`config.mk`:
```
export PLATFORM = sky130hd
export DESIGN_NAME = serial_rx_unit
export DESIGN_NICKNAME = d
export VERILOG_FILES = /design/src/serial_rx_pkg.sv /design/src/serial_rx_unit.sv /design/src/serial_bit_sampler.sv
export SDC_FILE = /design/constraint.sdc
export NUM_CORES = 1
export LEC_CHECK = 0
export ABC_AREA = 1
export BUFFER_PORTS_ARGS = -buffer_cell sky130_fd_sc_hd__clkbuf_2
export CORE_ASPECT_RATIO = 1.5
export CORE_MARGIN = 2
export CORE_UTILIZATION = 53
export CTS_CLUSTER_SIZE = 16
export DETAILED_ROUTE_END_ITERATION = 10
export MAX_ROUTING_LAYER = met4
export PLACE_DENSITY = 0.77
export SYNTH_ARGS = -nofsm -noshare
export SYNTH_HDL_FRONTEND = slang
export SYNTH_SLANG_ARGS = --single-unit
```
`constraint.sdc`:
```
create_clock -name pclk -period 2.1 [get_ports pclk]
set_clock_uncertainty 0.15 [all_clocks]
set_input_delay 0.21 -clock pclk [delete_from_list [all_inputs] [get_ports pclk]]
set_output_delay 0.21 -clock pclk [all_outputs]
set_load 0.01 [all_outputs]
```
`src/serial_rx_pkg.sv`:
```
// Package for the asynchronous serial unit: register map, fields, timing.
// Assumes an APB master with 32-bit data and one clock pclk.
package serial_rx_pkg;
   // ************************************************************
   // Register offsets (byte addresses).
   // ************************************************************
   localparam logic [7:0] OFF_STATUS = 8'h00;
   localparam logic [7:0] OFF_DATA = 8'h04;
   localparam logic [7:0] OFF_CTRL_ONE = 8'h08;
   localparam logic [7:0] OFF_CTRL_TWO = 8'h0C;
   localparam logic [7:0] OFF_BAUD = 8'h10;
   localparam logic [7:0] OFF_SYS = 8'h14;
   // ************************************************************
   // Reset values.
   // ************************************************************
   localparam logic [7:0] STATUS_RST = 8'hC0;
   localparam logic [7:0] CTRL_ONE_RST = 8'h00;
   localparam logic [7:0] CTRL_TWO_RST = 8'h00;
   localparam logic [15:0] BAUD_RST = 16'h0001;
   localparam logic [1:0] SYS_RST = 2'h0;
   // ************************************************************
   // Field positions.
   // ************************************************************
   localparam int C1_R8 = 7;
   localparam int C1_T8 = 6;
   localparam int C1_WORDLEN = 4;
   localparam int C1_WAKE = 3;
   localparam int C1_PAR_EN = 2;
   localparam int C1_PAR_SEL = 1;
   localparam int C1_PAR_IE = 0;
   localparam int C2_TX_IE = 7;
   localparam int C2_TC_IE = 6;
   localparam int C2_RX_IE = 5;
   localparam int C2_IDLE_IE = 4;
   localparam int C2_TX_EN = 3;
   localparam int C2_RX_EN = 2;
   localparam int C2_MUTE = 1;
   // ************************************************************
   // Sampling constants.
   // ************************************************************
   localparam logic [3:0] OVERSAMPLE_LAST = 4'hF;
   localparam logic [3:0] SAMPLE_A = 4'h7;
   localparam logic [3:0] SAMPLE_B = 4'h8;
   localparam logic [3:0] SAMPLE_C = 4'h9;
   localparam logic [3:0] START_S3 = 4'h2;
   localparam logic [3:0] START_S5 = 4'h4;
   localparam logic [3:0] START_S7 = 4'h6;
   localparam logic [3:0] IDLE_BITS_M0 = 4'hA;
   localparam logic [3:0] IDLE_BITS_M1 = 4'hB;

   typedef struct packed {
      logic [7:0] data;
      logic bit8;
      logic noise;
      logic frame_err;
      logic par_err;
      logic is_idle;
   } rx_word_t;
endpackage : serial_rx_pkg

```
`src/serial_rx_unit.sv`:
```
// Asynchronous serial unit receiver core with mute, parity and APB regs.
// Assumes APB master on pclk; rx_in synchronous to pclk.
//
// Operation
// RULE_01 - While muted, no receive flag sets and receive interrupts stay off.
// RULE_02 - Mute ends on idle line if wake select 0, address mark if 1.
// RULE_03 - Idle-line wake clears mute without setting the idle flag.
// RULE_04 - Address-mark wake clears mute and delivers the word as ready.
// RULE_05 - Software must not write control two while muted.
// RULE_06 - One start, one stop bit; body 8 or 9 bits by word length.
// RULE_07 - Address mark uses the top data bit, never the parity bit.
// RULE_08 - Parity over 7 or 8 low bits: even for select 0, odd for 1.
// RULE_09 - With parity on, transmit parity replaces the top data bit.
// RULE_10 - Received parity mismatch sets parity error, interrupt if enabled.
// RULE_11 - Sixteen samples per bit; majority of 8,9,10; noise if differing.
// RULE_12 - Sampling phase restarts at every detected start bit.
// RULE_13 - Start edge valid after three ones; noise if 3,5,7 read one.
// RULE_14 - Start bit noise also if sample 8, 9 or 10 reads one.
// RULE_15 - In wait mode unit runs; enabled requests cause wait exit.
// RULE_16 - In halt mode registers freeze, no transfer, no halt exit.
// RULE_17 - All events share one request, gated by enables and global mask.
// RULE_18 - Each event gated by its own enable bit; the code gates overrun with the receive enable shared with ready.
// RULE_19 - Overrun is enabled by the receive interrupt enable.
// RULE_20 - Receive flags clear by status access then data read.
`timescale 1ns/100ps
module serial_rx_unit (
   input wire logic pclk,
   input wire logic presetn,
   input wire logic psel,
   input wire logic penable,
   input wire logic pwrite,
   input wire logic [7:0] paddr,
   input wire logic [31:0] pwdata,
   output logic [31:0] prdata,
   output logic pready,
   output logic pslverr,
   input wire logic rx_in,
   input wire logic global_mask,
   input wire logic wait_mode,
   input wire logic halt_mode,
   input wire logic tx_empty_in,
   input wire logic tx_complete_in,
   output logic irq,
   output logic wait_wakeup,
   output logic [8:0] tx_word
);
   import serial_rx_pkg::*;

   // ************************************************************
   // Register state.
   // ************************************************************
   logic [7:0] ctrl_one_r;
   logic [7:0] ctrl_two_r;
   logic [15:0] baud_r;
   logic [7:0] tx_data_r;
   logic [7:0] rx_data_r;
   logic rdy_r, idle_r, ovr_r, noise_r, fe_r, pe_r;
   logic idle_armed_r;
   logic status_seen_r;
   logic [31:0] prdata_r;

   // APB access takes effect in the access phase; zero wait states.
   logic acc, wr, rd, hit;
   assign acc = psel && penable && !halt_mode;
   assign wr = acc && pwrite;
   assign rd = acc && !pwrite;
   assign pready = 1'b1;
   assign hit = paddr == OFF_STATUS || paddr == OFF_DATA
      || paddr == OFF_CTRL_ONE || paddr == OFF_CTRL_TWO
      || paddr == OFF_BAUD;
   assign pslverr = psel && penable && !hit;
   assign prdata = prdata_r;

   function automatic logic par_of(input logic [7:0] d, input logic m,
                                   input logic odd);
      logic p;
      p = ^d[6:0] ^ (m & d[7]);
      return p ^ odd; // [RULE_08]
   endfunction : par_of

   // ************************************************************
   // Receive bit engine.
   // ************************************************************
   typedef enum logic [1:0] {S_IDLE, S_START, S_BITS, S_STOP} rx_state_t;
   rx_state_t st_r;
   logic [15:0] div_r;
   logic tick;
   logic [3:0] phase_r;
   logic [3:0] bitn_r;
   logic [8:0] shift_r;
   logic [2:0] pre_r;
   logic frame_noise_r;
   logic bit_val, bit_noise;
   logic rx_go;
   logic [3:0] body_len;
   logic word_done;
   logic [8:0] word;
   logic stop_ok;
   logic addr_mark;

   assign rx_go = ctrl_two_r[C2_RX_EN] && !halt_mode; // [RULE_16]
   assign tick = rx_go && div_r == 16'h0000;
   assign body_len = ctrl_one_r[C1_WORDLEN] ? 4'h9 : 4'h8; // [RULE_06]

   always_ff @(posedge pclk or negedge presetn) begin
      if (!presetn) begin
         div_r <= 16'h0000;
      end else if (!rx_go || div_r == 16'h0000) begin
         div_r <= baud_r - 16'h0001;
      end else begin
         div_r <= div_r - 16'h0001;
      end
   end

   serial_bit_sampler u_sampler (
      .pclk(pclk),
      .presetn(presetn),
      .sample_en(tick),
      .phase(phase_r),
      .rx_in(rx_in),
      .bit_val(bit_val),
      .bit_noise(bit_noise)
   );

   always_ff @(posedge pclk or negedge presetn) begin
      if (!presetn) begin
         st_r <= S_IDLE;
         phase_r <= 4'h0;
         bitn_r <= 4'h0;
         shift_r <= 9'h000;
         pre_r <= 3'h7;
         frame_noise_r <= 1'b0;
      end else if (!rx_go) begin
         st_r <= S_IDLE;
      end else if (tick) begin
         case (st_r)
            S_IDLE: begin
               pre_r <= {pre_r[1:0], rx_in};
               if (!rx_in) begin
                  // Resync phase on each start edge.
                  st_r <= S_START; // [RULE_12]
                  phase_r <= 4'h1;
                  frame_noise_r <= frame_noise_r || pre_r != 3'h7; // [RULE_13]
               end
            end
            S_START: begin
               phase_r <= phase_r + 4'h1;
               if ((phase_r == START_S3 || phase_r == START_S5
                    || phase_r == START_S7) && rx_in) begin
                  frame_noise_r <= 1'b1; // [RULE_13]
               end
               if (phase_r == SAMPLE_C) begin
                  if (bit_noise || bit_val) begin
                     frame_noise_r <= 1'b1; // [RULE_14]
                  end
                  if (bit_val) begin
                     // False start: keep noise pending for next frame.
                     st_r <= S_IDLE;
                     pre_r <= 3'h7;
                  end
               end
               if (phase_r == OVERSAMPLE_LAST) begin
                  st_r <= S_BITS;
                  bitn_r <= 4'h0;
               end
            end
            S_BITS: begin
               phase_r <= phase_r + 4'h1;
               if (phase_r == SAMPLE_C) begin
                  shift_r <= {bit_val, shift_r[8:1]};
                  if (bit_noise) begin
                     frame_noise_r <= 1'b1; // [RULE_11]
                  end
               end
               if (phase_r == OVERSAMPLE_LAST) begin
                  bitn_r <= bitn_r + 4'h1;
                  if (bitn_r + 4'h1 == body_len) begin
                     st_r <= S_STOP;
                  end
               end
            end
            S_STOP: begin
               phase_r <= phase_r + 4'h1;
               if (phase_r == SAMPLE_C) begin
                  st_r <= S_IDLE;
                  pre_r <= 3'h7;
                  frame_noise_r <= 1'b0;
               end
            end
            default: st_r <= S_IDLE;
         endcase
      end
   end

   assign word_done = tick && st_r == S_STOP && phase_r == SAMPLE_C;
   assign stop_ok = bit_val;
   // Right-align the body: an 8-bit frame lands in shift_r[8:1].
   assign word = ctrl_one_r[C1_WORDLEN] ? shift_r : {1'b0, shift_r[8:1]};
   // Top data bit, never the parity bit, which sits above it when enabled.
   assign addr_mark = ctrl_one_r[C1_PAR_EN]
      ? (ctrl_one_r[C1_WORDLEN] ? word[7] : word[6])
      : (ctrl_one_r[C1_WORDLEN] ? word[8] : word[7]); // [RULE_07]

   logic [7:0] idle_cnt_r;
   logic idle_tick;
   logic idle_det;
   always_ff @(posedge pclk or negedge presetn) begin
      if (!presetn) begin
         idle_cnt_r <= 8'h00;
      end else if (!rx_go || st_r != S_IDLE || !rx_in) begin
         idle_cnt_r <= 8'h00;
      end else if (tick && idle_cnt_r != 8'hFF) begin
         idle_cnt_r <= idle_cnt_r + 8'h01;
      end
   end
   assign idle_tick = tick && idle_cnt_r ==
      {(ctrl_one_r[C1_WORDLEN] ? IDLE_BITS_M1 : IDLE_BITS_M0), 4'hF};
   assign idle_det = idle_tick;

   // ************************************************************
   // Flags, mute and data.
   // ************************************************************
   logic muted;
   logic wake_idle, wake_addr, deliver;
   logic clr_seq;
   logic par_bad;
   assign muted = ctrl_two_r[C2_MUTE];
   assign wake_idle = muted && !ctrl_one_r[C1_WAKE] && idle_det; // [RULE_02]
   assign wake_addr = muted && ctrl_one_r[C1_WAKE] && word_done
      && addr_mark; // [RULE_02]
   assign deliver = word_done && (!muted || wake_addr); // [RULE_04]
   assign clr_seq = rd && paddr == OFF_DATA && status_seen_r; // [RULE_20]
   assign par_bad = ctrl_one_r[C1_PAR_EN] && (par_of(word[7:0],
      ctrl_one_r[C1_WORDLEN], ctrl_one_r[C1_PAR_SEL])
      != (ctrl_one_r[C1_WORDLEN] ? word[8] : word[7])); // [RULE_10]

   always_ff @(posedge pclk or negedge presetn) begin
      if (!presetn) begin
         status_seen_r <= 1'b0;
      end else if (acc && paddr == OFF_STATUS) begin
         status_seen_r <= 1'b1;
      end else if (clr_seq) begin
         status_seen_r <= 1'b0;
      end
   end

   always_ff @(posedge pclk or negedge presetn) begin
      if (!presetn) begin
         rdy_r <= 1'b0;
         ovr_r <= 1'b0;
         noise_r <= 1'b0;
         fe_r <= 1'b0;
         pe_r <= 1'b0;
         rx_data_r <= 8'h00;
      end else if (!halt_mode) begin
         if (clr_seq) begin
            rdy_r <= 1'b0;
            ovr_r <= 1'b0;
            noise_r <= 1'b0;
            fe_r <= 1'b0;
            pe_r <= 1'b0;
         end
         // Set wins over a clear in the same cycle; muted frames are dropped.
         if (deliver) begin // [RULE_01]
            if (rdy_r && !clr_seq) begin
               ovr_r <= 1'b1;
            end else begin
               rdy_r <= 1'b1; // [RULE_04]
               rx_data_r <= word[7:0];
               noise_r <= frame_noise_r;
               fe_r <= !stop_ok;
               pe_r <= par_bad; // [RULE_10]
            end
         end
      end
   end

   // Idle re-arms only after a word is delivered.
   always_ff @(posedge pclk or negedge presetn) begin
      if (!presetn) begin
         idle_r <= 1'b0;
         idle_armed_r <= 1'b0;
      end else if (!halt_mode) begin
         if (clr_seq) begin
            idle_r <= 1'b0;
         end
         if (deliver) begin
            idle_armed_r <= 1'b1;
         end else if (idle_det && !muted && idle_armed_r) begin
            idle_r <= 1'b1; // [RULE_03]
            idle_armed_r <= 1'b0;
         end
      end
   end

   // ************************************************************
   // Control registers.
   // ************************************************************
   always_ff @(posedge pclk or negedge presetn) begin
      if (!presetn) begin
         ctrl_one_r <= CTRL_ONE_RST;
         ctrl_two_r <= CTRL_TWO_RST;
         baud_r <= BAUD_RST;
         tx_data_r <= 8'h00;
      end else begin
         if (wr && paddr == OFF_CTRL_ONE) begin
            ctrl_one_r[6:0] <= pwdata[6:0];
         end
         if (wr && paddr == OFF_BAUD) begin
            baud_r <= (pwdata[15:0] == 16'h0000) ? 16'h0001 : pwdata[15:0];
         end
         if (wr && paddr == OFF_DATA) begin
            tx_data_r <= pwdata[7:0];
         end
         if (deliver) begin
            ctrl_one_r[C1_R8] <= word[8];
         end
         if (wr && paddr == OFF_CTRL_TWO) begin
            ctrl_two_r <= pwdata[7:0];
         end else if (wake_idle || wake_addr) begin
            ctrl_two_r[C2_MUTE] <= 1'b0; // [RULE_03] [RULE_04]
         end
      end
   end

   // Parity replaces the top transmitted data bit.
   always_ff @(posedge pclk or negedge presetn) begin
      if (!presetn) begin
         tx_word <= 9'h000;
      end else if (!ctrl_one_r[C1_PAR_EN]) begin
         tx_word <= {ctrl_one_r[C1_T8], tx_data_r};
      end else if (ctrl_one_r[C1_WORDLEN]) begin
         tx_word <= {par_of(tx_data_r, 1'b1, ctrl_one_r[C1_PAR_SEL]),
                     tx_data_r}; // [RULE_09]
      end else begin
         tx_word <= {1'b0, par_of(tx_data_r, 1'b0, ctrl_one_r[C1_PAR_SEL]),
                     tx_data_r[6:0]}; // [RULE_09]
      end
   end

   // ************************************************************
   // Read data and interrupt request.
   // ************************************************************
   logic [7:0] status_v;
   assign status_v = {tx_empty_in, tx_complete_in, rdy_r, idle_r, ovr_r,
                      noise_r, fe_r, pe_r};

   always_ff @(posedge pclk or negedge presetn) begin
      if (!presetn) begin
         prdata_r <= 32'h00000000;
      end else if (psel && !penable && !pwrite) begin
         case (paddr)
            OFF_STATUS: prdata_r <= {24'h000000, status_v};
            OFF_DATA: prdata_r <= {24'h000000, rx_data_r};
            OFF_CTRL_ONE: prdata_r <= {24'h000000, ctrl_one_r};
            OFF_CTRL_TWO: prdata_r <= {24'h000000, ctrl_two_r};
            OFF_BAUD: prdata_r <= {16'h0000, baud_r};
            default: prdata_r <= 32'h00000000;
         endcase
      end
   end

   logic ev_any;
   always_comb begin
      ev_any = (tx_empty_in && ctrl_two_r[C2_TX_IE])
         || (tx_complete_in && ctrl_two_r[C2_TC_IE])
         || ((rdy_r || ovr_r) && ctrl_two_r[C2_RX_IE]) // [RULE_18] [RULE_19]
         || (idle_r && ctrl_two_r[C2_IDLE_IE])
         || (pe_r && ctrl_one_r[C1_PAR_IE]); // [RULE_18]
   end
   assign irq = ev_any && !global_mask; // [RULE_17]
   assign wait_wakeup = irq && wait_mode && !halt_mode; // [RULE_15] [RULE_16]

   // ************************************************************
   // Checks.
   // ************************************************************
   a_mute_no_ready: assert property ( // [RULE_01]
      @(posedge pclk) disable iff (!presetn)
      (muted && !wake_addr && !clr_seq && !rdy_r) |=> !rdy_r)
      else $error("ready flag set while muted");
   a_wake_addr_clears: assert property ( // [RULE_04]
      @(posedge pclk) disable iff (!presetn)
      wake_addr && !wr |=> !ctrl_two_r[C2_MUTE] && rdy_r)
      else $error("address mark did not wake");
   a_idle_wake_quiet: assert property ( // [RULE_03]
      @(posedge pclk) disable iff (!presetn)
      wake_idle && !idle_r && !clr_seq |=> !idle_r)
      else $error("idle flag set on idle wake");
   a_irq_masked: assert property ( // [RULE_17]
      @(posedge pclk) disable iff (!presetn)
      global_mask |-> !irq)
      else $error("request while masked");
   a_halt_freeze: assert property ( // [RULE_16]
      @(posedge pclk) disable iff (!presetn)
      halt_mode |=> $stable(rdy_r) && $stable(rx_data_r))
      else $error("state moved in halt");
   a_halt_no_wake: assert property ( // [RULE_16]
      @(posedge pclk) disable iff (!presetn)
      halt_mode |-> !wait_wakeup)
      else $error("wake from halt");
   a_clear_seq: assert property ( // [RULE_20]
      @(posedge pclk) disable iff (!presetn)
      clr_seq && !deliver |=> !rdy_r && !noise_r && !fe_r)
      else $error("flags not cleared");
   a_overrun_keep: assert property ( // [RULE_19]
      @(posedge pclk) disable iff (!presetn)
      deliver && rdy_r && !clr_seq && !halt_mode
      |=> ovr_r && $stable(rx_data_r))
      else $error("overrun lost data");
endmodule : serial_rx_unit

```
`src/serial_bit_sampler.sv`:
```
// Three-sample majority voter with a noise indication.
// Assumes samples are taken once per oversample tick by the caller.
`timescale 1ns/100ps
module serial_bit_sampler (
   input wire logic pclk,
   input wire logic presetn,
   input wire logic sample_en,
   input wire logic [3:0] phase,
   input wire logic rx_in,
   output logic bit_val,
   output logic bit_noise
);
   import serial_rx_pkg::*;
   logic [1:0] hist_r;

   always_ff @(posedge pclk or negedge presetn) begin
      if (!presetn) begin
         hist_r <= 2'h3;
      end else if (sample_en && (phase == SAMPLE_A || phase == SAMPLE_B)) begin
         hist_r <= {hist_r[0], rx_in};
      end
   end

   // Majority of the 8th, 9th and 10th samples; any disagreement is noise.
   always_comb begin
      bit_val = (hist_r[1] & hist_r[0]) | (hist_r[1] & rx_in)
         | (hist_r[0] & rx_in); // [RULE_11]
      bit_noise = !((hist_r[1] == hist_r[0]) && (hist_r[0] == rx_in));
   end
endmodule : serial_bit_sampler

```
==> results.sh <==
export IMPL_syn_inst=911
export IMPL_p_sw_w=0.00132
export IMPL_tightestPinTransition_ns=0.504
export IMPL_peakVddDrop_v=0.000596
export IMPL_initial_utilization_pct=54.6
export IMPL_fp_coreArea_mm2=0.0131
export IMPL_ys_top_cells_by_area="dfrtp_1, nand2_1, o21ai_0"
export IMPL_clkTransAtPathRegs_ns=0.06
export IMPL_r2r_end="div_r[9]"
export IMPL_num_rows=51
export IMPL_wirelength_um=18000
export IMPL_fmax_mhz=492
export IMPL_synth_simple_area_share_pct=29.5
export IMPL_seqPwrFrac_pct=45.6
export IMPL_powerDensity_mw_per_mm2=663
export IMPL_antenna_left=0
export IMPL_grt_max_degree=68
export IMPL_overflow=0
export IMPL_min_to="status_seen_r"
export IMPL_dieHeight_um=146
export IMPL_area_delta_synth_final_pct=19.5
export IMPL_dp_hpwl_um=13100
export IMPL_rsz0062_at_grt="true"
export IMPL_numClockSinks=130
export IMPL_synth_compound_area_share_pct=11.8
export IMPL_finalSetupViolCount=0
export IMPL_wl_per_cell_um=15.1
export IMPL_synth_cell_types=45
export IMPL_port_buffer_count=62
export IMPL_worstSkewPairLatency_ns=0.41
export IMPL_power_leakage_nw=4.18
export IMPL_placed_area_mm2=0.00770
export IMPL_antenna_found_initial=0
export IMPL_num_antenna_cells=0
export IMPL_p_int_w=0.00433
export IMPL_final_nets=1080
export IMPL_hold_viol=0
export IMPL_synthAdderAreaFrac_pct=1.58
export IMPL_stdcell_area_mm2=0.00853
export IMPL_root_buffer="clkbuf_16"
export IMPL_tritoncts="yes"
export IMPL_die_area_mm2=0.0144
export IMPL_synth_edf_count=0
export IMPL_track_usage_pct=26.1
export IMPL_path_class="register to register"
export IMPL_ff2ff_setup_slack_ns=0.07
export IMPL_synthTopCellsByCount="nand2_1, dfrtp_1, o21ai_0, inv_1, nor2_1"
export IMPL_yosys_cell_count_top_type="nand2_1"
export IMPL_worstHoldPathCells=3
export IMPL_hp_class="input pin to register"
export IMPL_pwr_share_comb_pct=6.0
export IMPL_register_area_mm2=0.00326
export IMPL_r2r_start="div_r[3]"
export IMPL_status="finished clean"
export IMPL_place_gp_congestion=0.930
export IMPL_power_w=0.00566
export IMPL_remaining_drc_errors=0
export IMPL_maxCapViolations=0
export IMPL_p_sw_share_pct=23.4
export IMPL_dr_pass1_iters=5
export IMPL_synth_top_cell_area_share_pct=43.5
export IMPL_vias=6337
export IMPL_grt_pass1_wl_um=28900
export IMPL_synth_seq_area_share_pct=45.7
export IMPL_cp_start_kind="register"
export IMPL_synth_xor_area_share_pct=2.21
export IMPL_slew_headroom_pct=66.3
export IMPL_clkPwrFrac_pct=48.4
export IMPL_via_per_inst=5.32
export IMPL_yosysTopAreaCell="dfrtp_1"
export IMPL_clock_path_buffers=2
export IMPL_synthesis_area_mm2=0.00714
export IMPL_multi_input_comb_area_mm2=0.00337
export IMPL_rr_worst_depth=13
export IMPL_syn_avg_cell_area_um2=7.84
export IMPL_period_needed_ns=2.03
export IMPL_ys_ff_latch=130
export IMPL_cts_buffers=17
export IMPL_arrival_ns=2.18
export IMPL_drt_iter0_markers=315
export IMPL_synthFlopType="dfrtp_1"
export IMPL_io_pins=96
export IMPL_crit_required_ns=2.25
export IMPL_fill_cells=1061
export IMPL_fin_crit_sh_pct=96.7
export IMPL_ctsHtreeMaxLevel=4
export IMPL_yosys_warnings=0
export IMPL_min_from="penable"
export IMPL_synthMuxAreaShare_pct=0.298
export IMPL_worst_path_max_fanout=7
export IMPL_async_reset_ff_share_pct=100
export IMPL_synth_top_family_by_area="simple AND/OR/NAND/NOR gates"
export IMPL_drv_slew=0
export IMPL_drive_gt1_share_pct=19.9
export IMPL_grt_pass1_vias=6096
export IMPL_endpoint_kind="register"
export IMPL_holdWs_ns=0.0189
export IMPL_die_x_um=98.8
worst max-delay path: stages, from the launching register on:
cell	delay (ns)
dfrtp_1	0.40
nor2_2	0.14
nand2_2	0.07
nor2_4	0.14
nand2_4	0.09
nand2_4	0.10
buf_4	0.13
nand2_1	0.04
nand2_1	0.09
nand2_1	0.12
nor2_1	0.22
nand3_1	0.10
nand2_1	0.07
nand2_1	0.05
stage by stage:
stage / worst slack (ns) / cells / utilization [%] / setup TNS (ns)
after CTS: 0.0493 / 1182 / 64.1 / 0
after floorplan: 0.0892 / 926 / - / 0
after detailed placement: 0.0604 / 1138 / 58.9 / 0
after global routing: -0.0382 / 1191 / 65.2 / -0.157
final: 0.0693 / 1191 / 65.2 / 0
after global placement: 0.0792 / 1138 / 58.9 / 0
worst max-delay path by stage:
| stage | startpoint | to | slack [ns] | cells after the start |
|---|---|---|---|---|
| floorplan | div_r[1] | div_r[12] | 0.09 | 14 |
| global placement | div_r[3] | div_r[10] | 0.08 | 13 |
| detailed placement | div_r[2] | div_r[10] | 0.06 | 13 |
| CTS | div_r[11] | div_r[12] | 0.05 | 13 |
| global route | div_r[8] | pe_r | -0.04 | 10 |
| finish | div_r[3] | div_r[9] | 0.07 | 13 |
placed cells by master, fill, tap and decap left out, types with 11 or more instances in the layout:
master           n
a21oi_1         21
buf_4           34
clkbuf_16       17
clkbuf_2        61
conb_1          17
dfrtp_1        123
dlygate4sd3_1   13
inv_1           97
nand2_1        276
nand2_2         13
nand3_1         42
nand4_1         11
nor2_1          44
nor2_2          16
nor2_4          15
o21ai_0         98
cell families after synthesis:
group | count (synthesis)
AO/OA/AOI/OAI | 154
flip-flops | 130
XOR/XNOR | 18
multiplexers | 2
other | 2
AND/OR/NAND/NOR | 456
buffers and inverters | 140
adder cells (fa/ha/maj) | 9
sequential cells by signal, summed over array words and instances (netlist names), 3 cells and up:
register and count:
baud_r 16, div_r 16, prdata 16, shift_r 9
tx_word 9, ctrl_one_r 8, ctrl_two_r 8, idle_cnt_r 8
rx_data_r 8, tx_data_r 8, bitn_r 4, phase_r 4
pre_r 3
power by group through the flow:
stage                     logic [W]  registers (W)  clock network (W)
after floorplan            0.000172        0.00261                  0
after global placement     0.000290        0.00262                  0
after detailed placement   0.000294        0.00262                  0
after CTS                  0.000315        0.00258            0.00276
after global routing       0.000376        0.00258            0.00288
final                      0.000338        0.00258            0.00274
area by class of cell:
class,count,share of cell area [%]
Multi-Input combinational cell,656,39.5
Sequential cell,130,38.2
Timing Repair Buffer,112,8.83
Clock buffer,24,5.88
Inverter,103,4.59
Tap cell,159,2.33
Clock inverter,7,0.587
repair_timing:
action,4_1_cts,5_1_grt
gates resized for setup,1,25
hold buffers,13,0
buffers inserted,0,9
endpoints found under the setup margin,1,25
endpoints found under the hold margin,81,0
pin swaps,0,3
layer usage:
metal  wire (µm)  vias up  GRT usage (%)
met5           0        -              -
met4         895        0           12.9
met3         650       63           5.55
met2        9890      177           46.0
met1        6560     2979           27.0
li1            -     3118              -
No activity file was read; power rests on OpenSTA's default activity.
